## src/rtl/dcs_pkg.sv

```systemverilog
// Constants and types shared by the drive command and status logic
package dcs_pkg;

  // ****************************************
  // Register numbers on the fieldbus register port
  // ****************************************
  localparam logic [3:0] REG_COMMAND_WORD   = 4'h1;
  localparam logic [3:0] REG_SPEED_SETPOINT = 4'h2;
  localparam logic [3:0] REG_RAMP_DURATION  = 4'h4;
  localparam logic [3:0] REG_SPEED_ALT      = 4'h5;
  localparam logic [3:0] REG_STATE_FAULT    = 4'h6;

  // ****************************************
  // Command word bit positions
  // ****************************************
  localparam int CMD_RUN_BIT   = 0;
  localparam int CMD_FAST_BIT  = 1;
  localparam int CMD_RESET_BIT = 2;
  localparam int CMD_COAST_BIT = 3;

  // ****************************************
  // Status word bit positions
  // ****************************************
  localparam int STS_RUNNING_BIT = 0;
  localparam int STS_TRIPPED_BIT = 1;
  localparam int STS_STANDBY_BIT = 5;
  localparam int STS_READY_BIT   = 6;
  localparam int STS_FAULT_LSB   = 8;

  // ****************************************
  // Mode selector values, reset values and synchroniser depth
  // ****************************************
  localparam logic [3:0]  START_SRC_BUS_A  = 4'h0;
  localparam logic [3:0]  START_SRC_BUS_B  = 4'h1;
  localparam logic [3:0]  CTRL_SRC_BUS     = 4'h3;
  localparam logic [3:0]  CTRL_SRC_BUS_RMP = 4'h4;
  localparam logic [15:0] COMMAND_RESET    = 16'h0000;
  localparam logic [15:0] SPEED_RESET      = 16'h0000;
  localparam logic [15:0] RAMP_RESET       = 16'h01F4;
  localparam int          SYNC_STAGES      = 2;

  // Resolved motion request
  typedef enum logic [1:0] {
    MOT_STOP,
    MOT_RUN,
    MOT_FAST_STOP,
    MOT_COAST
  } dcs_motion_t;

  // Terminal inputs that travel together
  typedef struct packed {
    logic run;
    logic fastStop;
    logic coast;
    logic hwEnable;
    logic mainsLoss;
  } dcs_pins_t;

  // Drive core state reported back
  typedef struct packed {
    logic       running;
    logic       tripped;
    logic       standby;
    logic [7:0] faultCode;
  } dcs_core_t;

endpackage

```

## src/rtl/dcs_drive_ctrl.sv

```systemverilog
// Fieldbus command word interpreter and status word builder of a motor drive
`timescale 1ns/1ns

// Notes on behaviour
// - Command bit 0 set runs the motor; clear gives a normal stop.
// - Command bit 1 set gives a fast stop, which overrides bit 0.
// - Command bit 2 set while tripped clears the trip.
// - Command bit 3 set gives a coast stop with drive removed.
// - Priority among motion bits: coast, then fast stop, then run.
// - Motion bits act only when start source is 0 or 1; else terminals.
// - Reset bit always honoured when control source is 3 or 4.
// - Speed setpoint is unsigned, in tenths of a hertz.
// - Accepted speed setpoint is clamped to the maximum speed setting.
// - Ramp duration applies only while control source equals 4.
// - One ramp value loads acceleration and deceleration together.
// - Ramp duration is in hundredths of a second.
// - Status high byte holds the fault code, meaningful only when tripped.
// - Status bit 0 shows running, bit 1 shows tripped.
// - Status bit 5 shows standby.
// - Status bit 6 shows ready: not tripped, enabled, no mains loss.
module dcs_drive_ctrl #(
  parameter int DATA_W = 16
) (
  // Clock and reset
  input  wire logic                  clock,
  input  wire logic                  arst_n,
  // Fieldbus register port
  input  wire logic                  wrStrobe,
  input  wire logic [3:0]            wrIndex,
  input  wire logic [DATA_W-1:0]     wrData,
  input  wire logic [3:0]            rdIndex,
  output logic      [DATA_W-1:0]     rdData,
  // Drive settings from the parameter store
  input  wire logic [3:0]            controlSource,
  input  wire logic [3:0]            startSource,
  input  wire logic [DATA_W-1:0]     maxSpeed,
  // Control terminals and supply monitor
  input  wire dcs_pkg::dcs_pins_t    pinsAsync,
  // Drive core state
  input  wire dcs_pkg::dcs_core_t    coreState,
  // Commands to the drive core
  output dcs_pkg::dcs_motion_t       motion,
  output logic                       tripClear,
  output logic      [DATA_W-1:0]     speedTarget,
  output logic      [DATA_W-1:0]     accelTime,
  output logic      [DATA_W-1:0]     decelTime
);

  // ****************************************
  // Elaboration checks
  // ****************************************
  if (DATA_W != 16) begin : gWidthCheck
    $error("DATA_W must be 16: the status word packs two bytes");
  end

  // ****************************************
  // Helpers
  // ****************************************
  function automatic dcs_pkg::dcs_motion_t resolveMotion(input logic runReq,
                                                         input logic fastReq,
                                                         input logic coastReq);
    dcs_pkg::dcs_motion_t m;
    if (coastReq) begin
      m = dcs_pkg::MOT_COAST;
    end else if (fastReq) begin
      m = dcs_pkg::MOT_FAST_STOP;
    end else if (runReq) begin
      m = dcs_pkg::MOT_RUN;
    end else begin
      m = dcs_pkg::MOT_STOP;
    end
    return m;
  endfunction

  function automatic logic isFieldbusCtrl(input logic [3:0] src);
    return (src == dcs_pkg::CTRL_SRC_BUS) || (src == dcs_pkg::CTRL_SRC_BUS_RMP);
  endfunction

  // Write decode shared by every writable register
  function automatic logic wrHits(input logic       strobe,
                                  input logic [3:0] idx,
                                  input logic [3:0] target);
    return strobe && (idx == target);
  endfunction

  // ****************************************
  // Reset release
  // ****************************************
  logic [1:0] rstSync_r;
  logic       rst_n;

  always_ff @(posedge clock or negedge arst_n) begin
    if (!arst_n) begin
      rstSync_r <= 2'b00;
    end else begin
      rstSync_r <= {rstSync_r[0], 1'b1};
    end
  end
  assign rst_n = rstSync_r[1];

  // ****************************************
  // Pin synchronisers
  // ****************************************
  dcs_pkg::dcs_pins_t pinsMeta_r;
  dcs_pkg::dcs_pins_t pins_r;

  always_ff @(posedge clock or negedge rst_n) begin
    if (!rst_n) begin
      pinsMeta_r <= '0;
      pins_r     <= '0;
    end else begin
      pinsMeta_r <= pinsAsync;
      pins_r     <= pinsMeta_r;
    end
  end

  // ****************************************
  // Writable registers
  // ****************************************
  logic [DATA_W-1:0] command_word_r;
  logic [DATA_W-1:0] speed_setpoint_r;
  logic [DATA_W-1:0] ramp_duration_r;

  always_ff @(posedge clock or negedge rst_n) begin
    if (!rst_n) begin
      command_word_r <= dcs_pkg::COMMAND_RESET;
    end else if (wrHits(wrStrobe, wrIndex, dcs_pkg::REG_COMMAND_WORD)) begin
      command_word_r <= wrData;
    end
  end

  // Both speed registers land in one setpoint; the last write wins
  always_ff @(posedge clock or negedge rst_n) begin
    if (!rst_n) begin
      speed_setpoint_r <= dcs_pkg::SPEED_RESET;
    end else if (wrHits(wrStrobe, wrIndex, dcs_pkg::REG_SPEED_SETPOINT) ||
                 wrHits(wrStrobe, wrIndex, dcs_pkg::REG_SPEED_ALT)) begin
      speed_setpoint_r <= wrData;
    end
  end

  always_ff @(posedge clock or negedge rst_n) begin
    if (!rst_n) begin
      ramp_duration_r <= dcs_pkg::RAMP_RESET;
    end else if (wrHits(wrStrobe, wrIndex, dcs_pkg::REG_RAMP_DURATION)) begin
      ramp_duration_r <= wrData;
    end
  end

  // ****************************************
  // Motion command
  // ****************************************
  logic                 busStarts;
  dcs_pkg::dcs_motion_t motion_nxt;

  assign busStarts = (startSource == dcs_pkg::START_SRC_BUS_A) ||
                     (startSource == dcs_pkg::START_SRC_BUS_B);

  always_comb begin
    if (busStarts) begin
      motion_nxt = resolveMotion(command_word_r[dcs_pkg::CMD_RUN_BIT],
                                 command_word_r[dcs_pkg::CMD_FAST_BIT],
                                 command_word_r[dcs_pkg::CMD_COAST_BIT]);
    end else begin
      motion_nxt = resolveMotion(pins_r.run, pins_r.fastStop, pins_r.coast);
    end
  end

  always_ff @(posedge clock or negedge rst_n) begin
    if (!rst_n) begin
      motion <= dcs_pkg::MOT_STOP;
    end else begin
      motion <= motion_nxt;
    end
  end

  // ****************************************
  // Trip clear
  // ****************************************
  // Held as a level while asked and tripped; if the master leaves the bit
  // set, a later trip is cleared at once, which is why it must drop it.
  always_ff @(posedge clock or negedge rst_n) begin
    if (!rst_n) begin
      tripClear <= 1'b0;
    end else begin
      tripClear <= command_word_r[dcs_pkg::CMD_RESET_BIT] && coreState.tripped &&
                   isFieldbusCtrl(controlSource);
    end
  end

  // ****************************************
  // Speed target and ramps
  // ****************************************
  always_ff @(posedge clock or negedge rst_n) begin
    if (!rst_n) begin
      speedTarget <= dcs_pkg::SPEED_RESET;
    end else if (speed_setpoint_r > maxSpeed) begin
      speedTarget <= maxSpeed;
    end else begin
      speedTarget <= speed_setpoint_r;
    end
  end

  // Outside ramp mode the ramps keep whatever they last held
  always_ff @(posedge clock or negedge rst_n) begin
    if (!rst_n) begin
      accelTime <= dcs_pkg::RAMP_RESET;
      decelTime <= dcs_pkg::RAMP_RESET;
    end else if (controlSource == dcs_pkg::CTRL_SRC_BUS_RMP) begin
      accelTime <= ramp_duration_r;
      decelTime <= ramp_duration_r;
    end
  end

  // ****************************************
  // Status word and read-back
  // ****************************************
  logic [DATA_W-1:0] state_and_fault_word;

  always_comb begin
    state_and_fault_word = '0;
    state_and_fault_word[dcs_pkg::STS_RUNNING_BIT] = coreState.running;
    state_and_fault_word[dcs_pkg::STS_TRIPPED_BIT] = coreState.tripped;
    state_and_fault_word[dcs_pkg::STS_STANDBY_BIT] = coreState.standby;
    state_and_fault_word[dcs_pkg::STS_READY_BIT]   = !coreState.tripped &&
                                                     pins_r.hwEnable &&
                                                     !pins_r.mainsLoss;
    if (coreState.tripped) begin
      state_and_fault_word[dcs_pkg::STS_FAULT_LSB +: 8] = coreState.faultCode;
    end
  end

  always_ff @(posedge clock or negedge rst_n) begin
    if (!rst_n) begin
      rdData <= '0;
    end else begin
      case (rdIndex)
        dcs_pkg::REG_COMMAND_WORD:   rdData <= command_word_r;
        dcs_pkg::REG_SPEED_SETPOINT: rdData <= speed_setpoint_r;
        dcs_pkg::REG_SPEED_ALT:      rdData <= speed_setpoint_r;
        dcs_pkg::REG_RAMP_DURATION:  rdData <= ramp_duration_r;
        dcs_pkg::REG_STATE_FAULT:    rdData <= state_and_fault_word;
        default:                     rdData <= '0;
      endcase
    end
  end

endmodule

```

## config.mk

```make
export PLATFORM = sky130hd
export DESIGN_NAME = dcs_drive_ctrl
export DESIGN_NICKNAME = d
export VERILOG_FILES = /design/src/rtl/dcs_pkg.sv /design/src/rtl/dcs_drive_ctrl.sv
export SDC_FILE = /design/constraint.sdc
export NUM_CORES = 1
export LEC_CHECK = 0
export ABC_CLOCK_PERIOD_IN_PS = 8900
export BUFFER_PORTS_ARGS = -buffer_cell sky130_fd_sc_hd__buf_2
export CAP_MARGIN = 20
export CORE_MARGIN = 2
export CORE_UTILIZATION = 57
export DETAILED_ROUTE_END_ITERATION = 16
export GPL_ROUTABILITY_DRIVEN = 0
export HOLD_SLACK_MARGIN = 0.03
export PLACE_DENSITY = 0.95
export SETUP_SLACK_MARGIN = 0.15
export SYNTH_ARGS = -nofsm -noshare
export SYNTH_HDL_FRONTEND = slang
export SYNTH_SLANG_ARGS = --single-unit
export TNS_END_PERCENT = 1
```

## constraint.sdc

```tcl
create_clock -name clock -period 8.9 [get_ports clock]
set_input_delay 1.78 -clock clock [delete_from_list [all_inputs] [get_ports clock]]
set_output_delay 1.78 -clock clock [all_outputs]
set_load 0.01 [all_outputs]
```

==> impl_metrics.yaml <==
drt:
  drtAntennaViolNets: 0
  first_iter_violations: 355
  wl_met3_um: 928
  drcViolationCount: 0
  wl_met1_mm: 5.10
  detail_route.wl_per_cell_um: 19.2
  routed_via_density: 6.14
  vias: 4044
  drt_pass1_iterations: 7
  met2_length_mm: 6.34
  routed_wl_mm: 12.7
  top_layer: "met5"
clock_tree:
  clkTransAtPathRegs_ns: 0.11
  clock_latency_ns: 0.38
  cts_tree: "yes"
  ctsLongestPathBuffers: 2
  clock_sinks: 111
  h-tree-depth: 3
  cts_resized: 0
  numCtsBuffers: 9
  cts_setup_buffers: 0
  postCtsHoldBufs: 0
  cts-root-buf: "clkbuf_8"
floorplanning:
  dieArea_mm2: 0.0100
  io_pins: 134
  die_w_um: 100
  rows: 35
  fp.dieH_um: 100
  start_util_pct: 57.8
  core_area_mm2: 0.00911
synth:
  ys_ff_latch: 111
  synth_cells: 429
  synth-seq-area-share_pct: 53.0
  synth_nets: 512
  synth_area_mm2: 0.00527
  synth.distinct_cells: 46
  yosys_warnings: 0
  async_flop_share_pct: 100
  syn_avg_cell_area_um2: 12.3
  synth_edf_count: 0
  synthFlopType: "dfrtp_1"
cells_and_area:
  fillCellCount: 673
  num_antenna_cells: 0
  final_common_cell: "buf_2"
  fin_cells: 659
  final_cell_mix: "132 x buf_2, 98 x dfrtp_1, 63 x mux2_1"
  final_nets: 626
  area_growth_pct: 16.7
  finalInstanceArea_mm2: 0.00615
  drive_above_1_share_pct: 34.7
worst_setup_path:
  slowest_delay_ns: 0.91
  crit_path_cell_trace: "buf_2, inv_1, ha_1, nand4_4, nor4_4, nand2_2, o311ai_1, nand3_1"
  worst-setup-path-type: "input pin to flop"
  crit_arrival_ns: 4.24
  end_kind: "flop"
  required_ns: 9.14
  startpoint_type: "input pin"
  crit_buf_inv: 2
  crit_family: "simple AND/OR/NAND/NOR gates"
  crit_path_max_fanout: 18
  cp_slowest_cell: "nor4_4"
pwr:
  power_density_mw_per_mm2: 238
  power.leakage_nw: 3.03
  ir_drop_mv: 0.149
global_route:
  grt_pass1_vias: 3997
  gr-total-overflow: 0
  antenna_found_initial: 1
  grt_pass1_wl_mm: 19.9
  grt_start_max_net_pins: 74
  track_usage_pct: 25.7
timing:
  setup_tns_ns: 0
  fin_hold_ws_ns: 0.303
  worst_pin_slew_ns: 1.04
  finalHoldViolCount: 0
  fin_skew_ns: 0.0149
  min_period_over_period_pct: 44.9
  fmax_mhz: 250
  rsz0062_at_grt: "false"
  slew_viol_final: 0
  relSlewSlack_pct: 30.5
  fin_ws_ns: 4.90
  layout_min_cycle_time_ns: 4.00
  setup_viol: 0
hold_path:
  hold_class: "flop to async pin"
run:
  maxCapViolCount: 0
place:
  dp_cells: 641
  hpwl_mm: 8.78
  port_buffers: 132
  place_area_mm2: 0.00590
  pre_cts_slack_ns: 4.56
status:
  status: "finished clean"
worst reg2reg max path: stages (launching register included):
cell and delay (ns):
dfrtp_1 0.45, ha_1 0.39, nand4_4 0.17, nor4_4 0.91, nand2_2 0.48, o311ai_1 0.29
nand3_1 0.14
cell families after synthesis:
| kind of cell | after synthesis | synth area share [%] |
|---|---|---|
| AND/OR/NAND/NOR | 127 | 15.3 |
| flip-flops | 111 | 53.0 |
| multiplexers | 63 | 13.5 |
| buffers and inverters | 58 | 5.96 |
| AO/OA/AOI/OAI | 53 | 8.38 |
| adder cells (fa/ha/maj) | 16 | 3.80 |
| other | 1 | 0.0712 |
metal layers:
metal	global-route usage, %	vias up
met4	11.2	2
li1	-	1799
met5	0	-
met2	43.0	222
met3	4.81	28
met1	32.9	1993
final cells by class:
type | instances | area (um2) | area share, %
flip-flops and latches | 111 | 2800 | 45.5
multi-input cells | 260 | 2180 | 35.4
repair buffers | 139 | 724 | 11.8
well taps | 111 | 139 | 2.26
clock buffers | 10 | 128 | 2.07
clock inverters | 6 | 101 | 1.65
inverters | 22 | 82.6 | 1.34
sequential cells by signal (all words and copies together) (netlist names):
signal / count
speed_setpoint_r: 16
ramp_duration_r: 16
pins_r: 5
speedTarget: 16
tripClear: 1
motion: 2
accelTime: 16
pinsMeta_r: 5
rstSync_r: 2
command_word_r: 16
rdData: 16
synthesized netlist by cell type (3+ instances only):
cell type | count | area share [%]
a222oi_1 | 14 | 2.7
a21oi_1 | 11 | 1.0
ha_1 | 16 | 3.8
nor4b_1 | 15 | 2.5
buf_2 | 5 | 0.47
inv_1 | 22 | 1.6
nand2_1 | 33 | 2.4
mux2_1 | 63 | 13
nand3_1 | 36 | 3.4
dfrtp_1 | 99 | 47
buf_4 | 18 | 2.6
nor2_1 | 7 | 0.50
nand3_2 | 10 | 1.9
dfstp_2 | 12 | 6.0
buf_6 | 3 | 0.64
o311ai_1 | 16 | 2.7
nor4b_2 | 3 | 0.85
clkbuf_1 | 10 | 0.71
nor3_1 | 5 | 0.47
stage by stage:
stage / util, % / total power [mW]
after global placement: 64.6 / 1.09
after global routing: 67.5 / 1.54
after CTS: 67.3 / 1.46
after floorplan: - / 0.987
after detailed placement: 64.8 / 1.12
final: 67.5 / 1.46
power by group:
group / internal, mW / switching (mW) / leakage, nW
registers: 0.632 / 0.0853 / 1.35
logic: 0.185 / 0.215 / 1.57
clock network: 0.165 / 0.181 / 0.112
total: 0.981 / 0.481 / 3.03
final timing paths:
| check | from | to | depth (start not counted) | slack, ns |
|---|---|---|---|---|
| hold / removal | rstSync_r[1] | rdData[4] | 0 | 0.30 |
| max in group asynchronous | rstSync_r[1] | speed_setpoint_r[1] | 1 | 7.34 |
| min in group clock | rstSync_r[0] | rstSync_r[1] | 0 | 0.36 |
| hold reg to reg | rstSync_r[1] | rdData[4] | 0 | 0.30 |
| setup reg to reg | speed_setpoint_r[15] | speedTarget[13] | 6 | 5.95 |
| setup / recovery | maxSpeed[15] | speedTarget[13] | 8 | 4.90 |
Note: power is estimated with default switching activity, not from simulation.
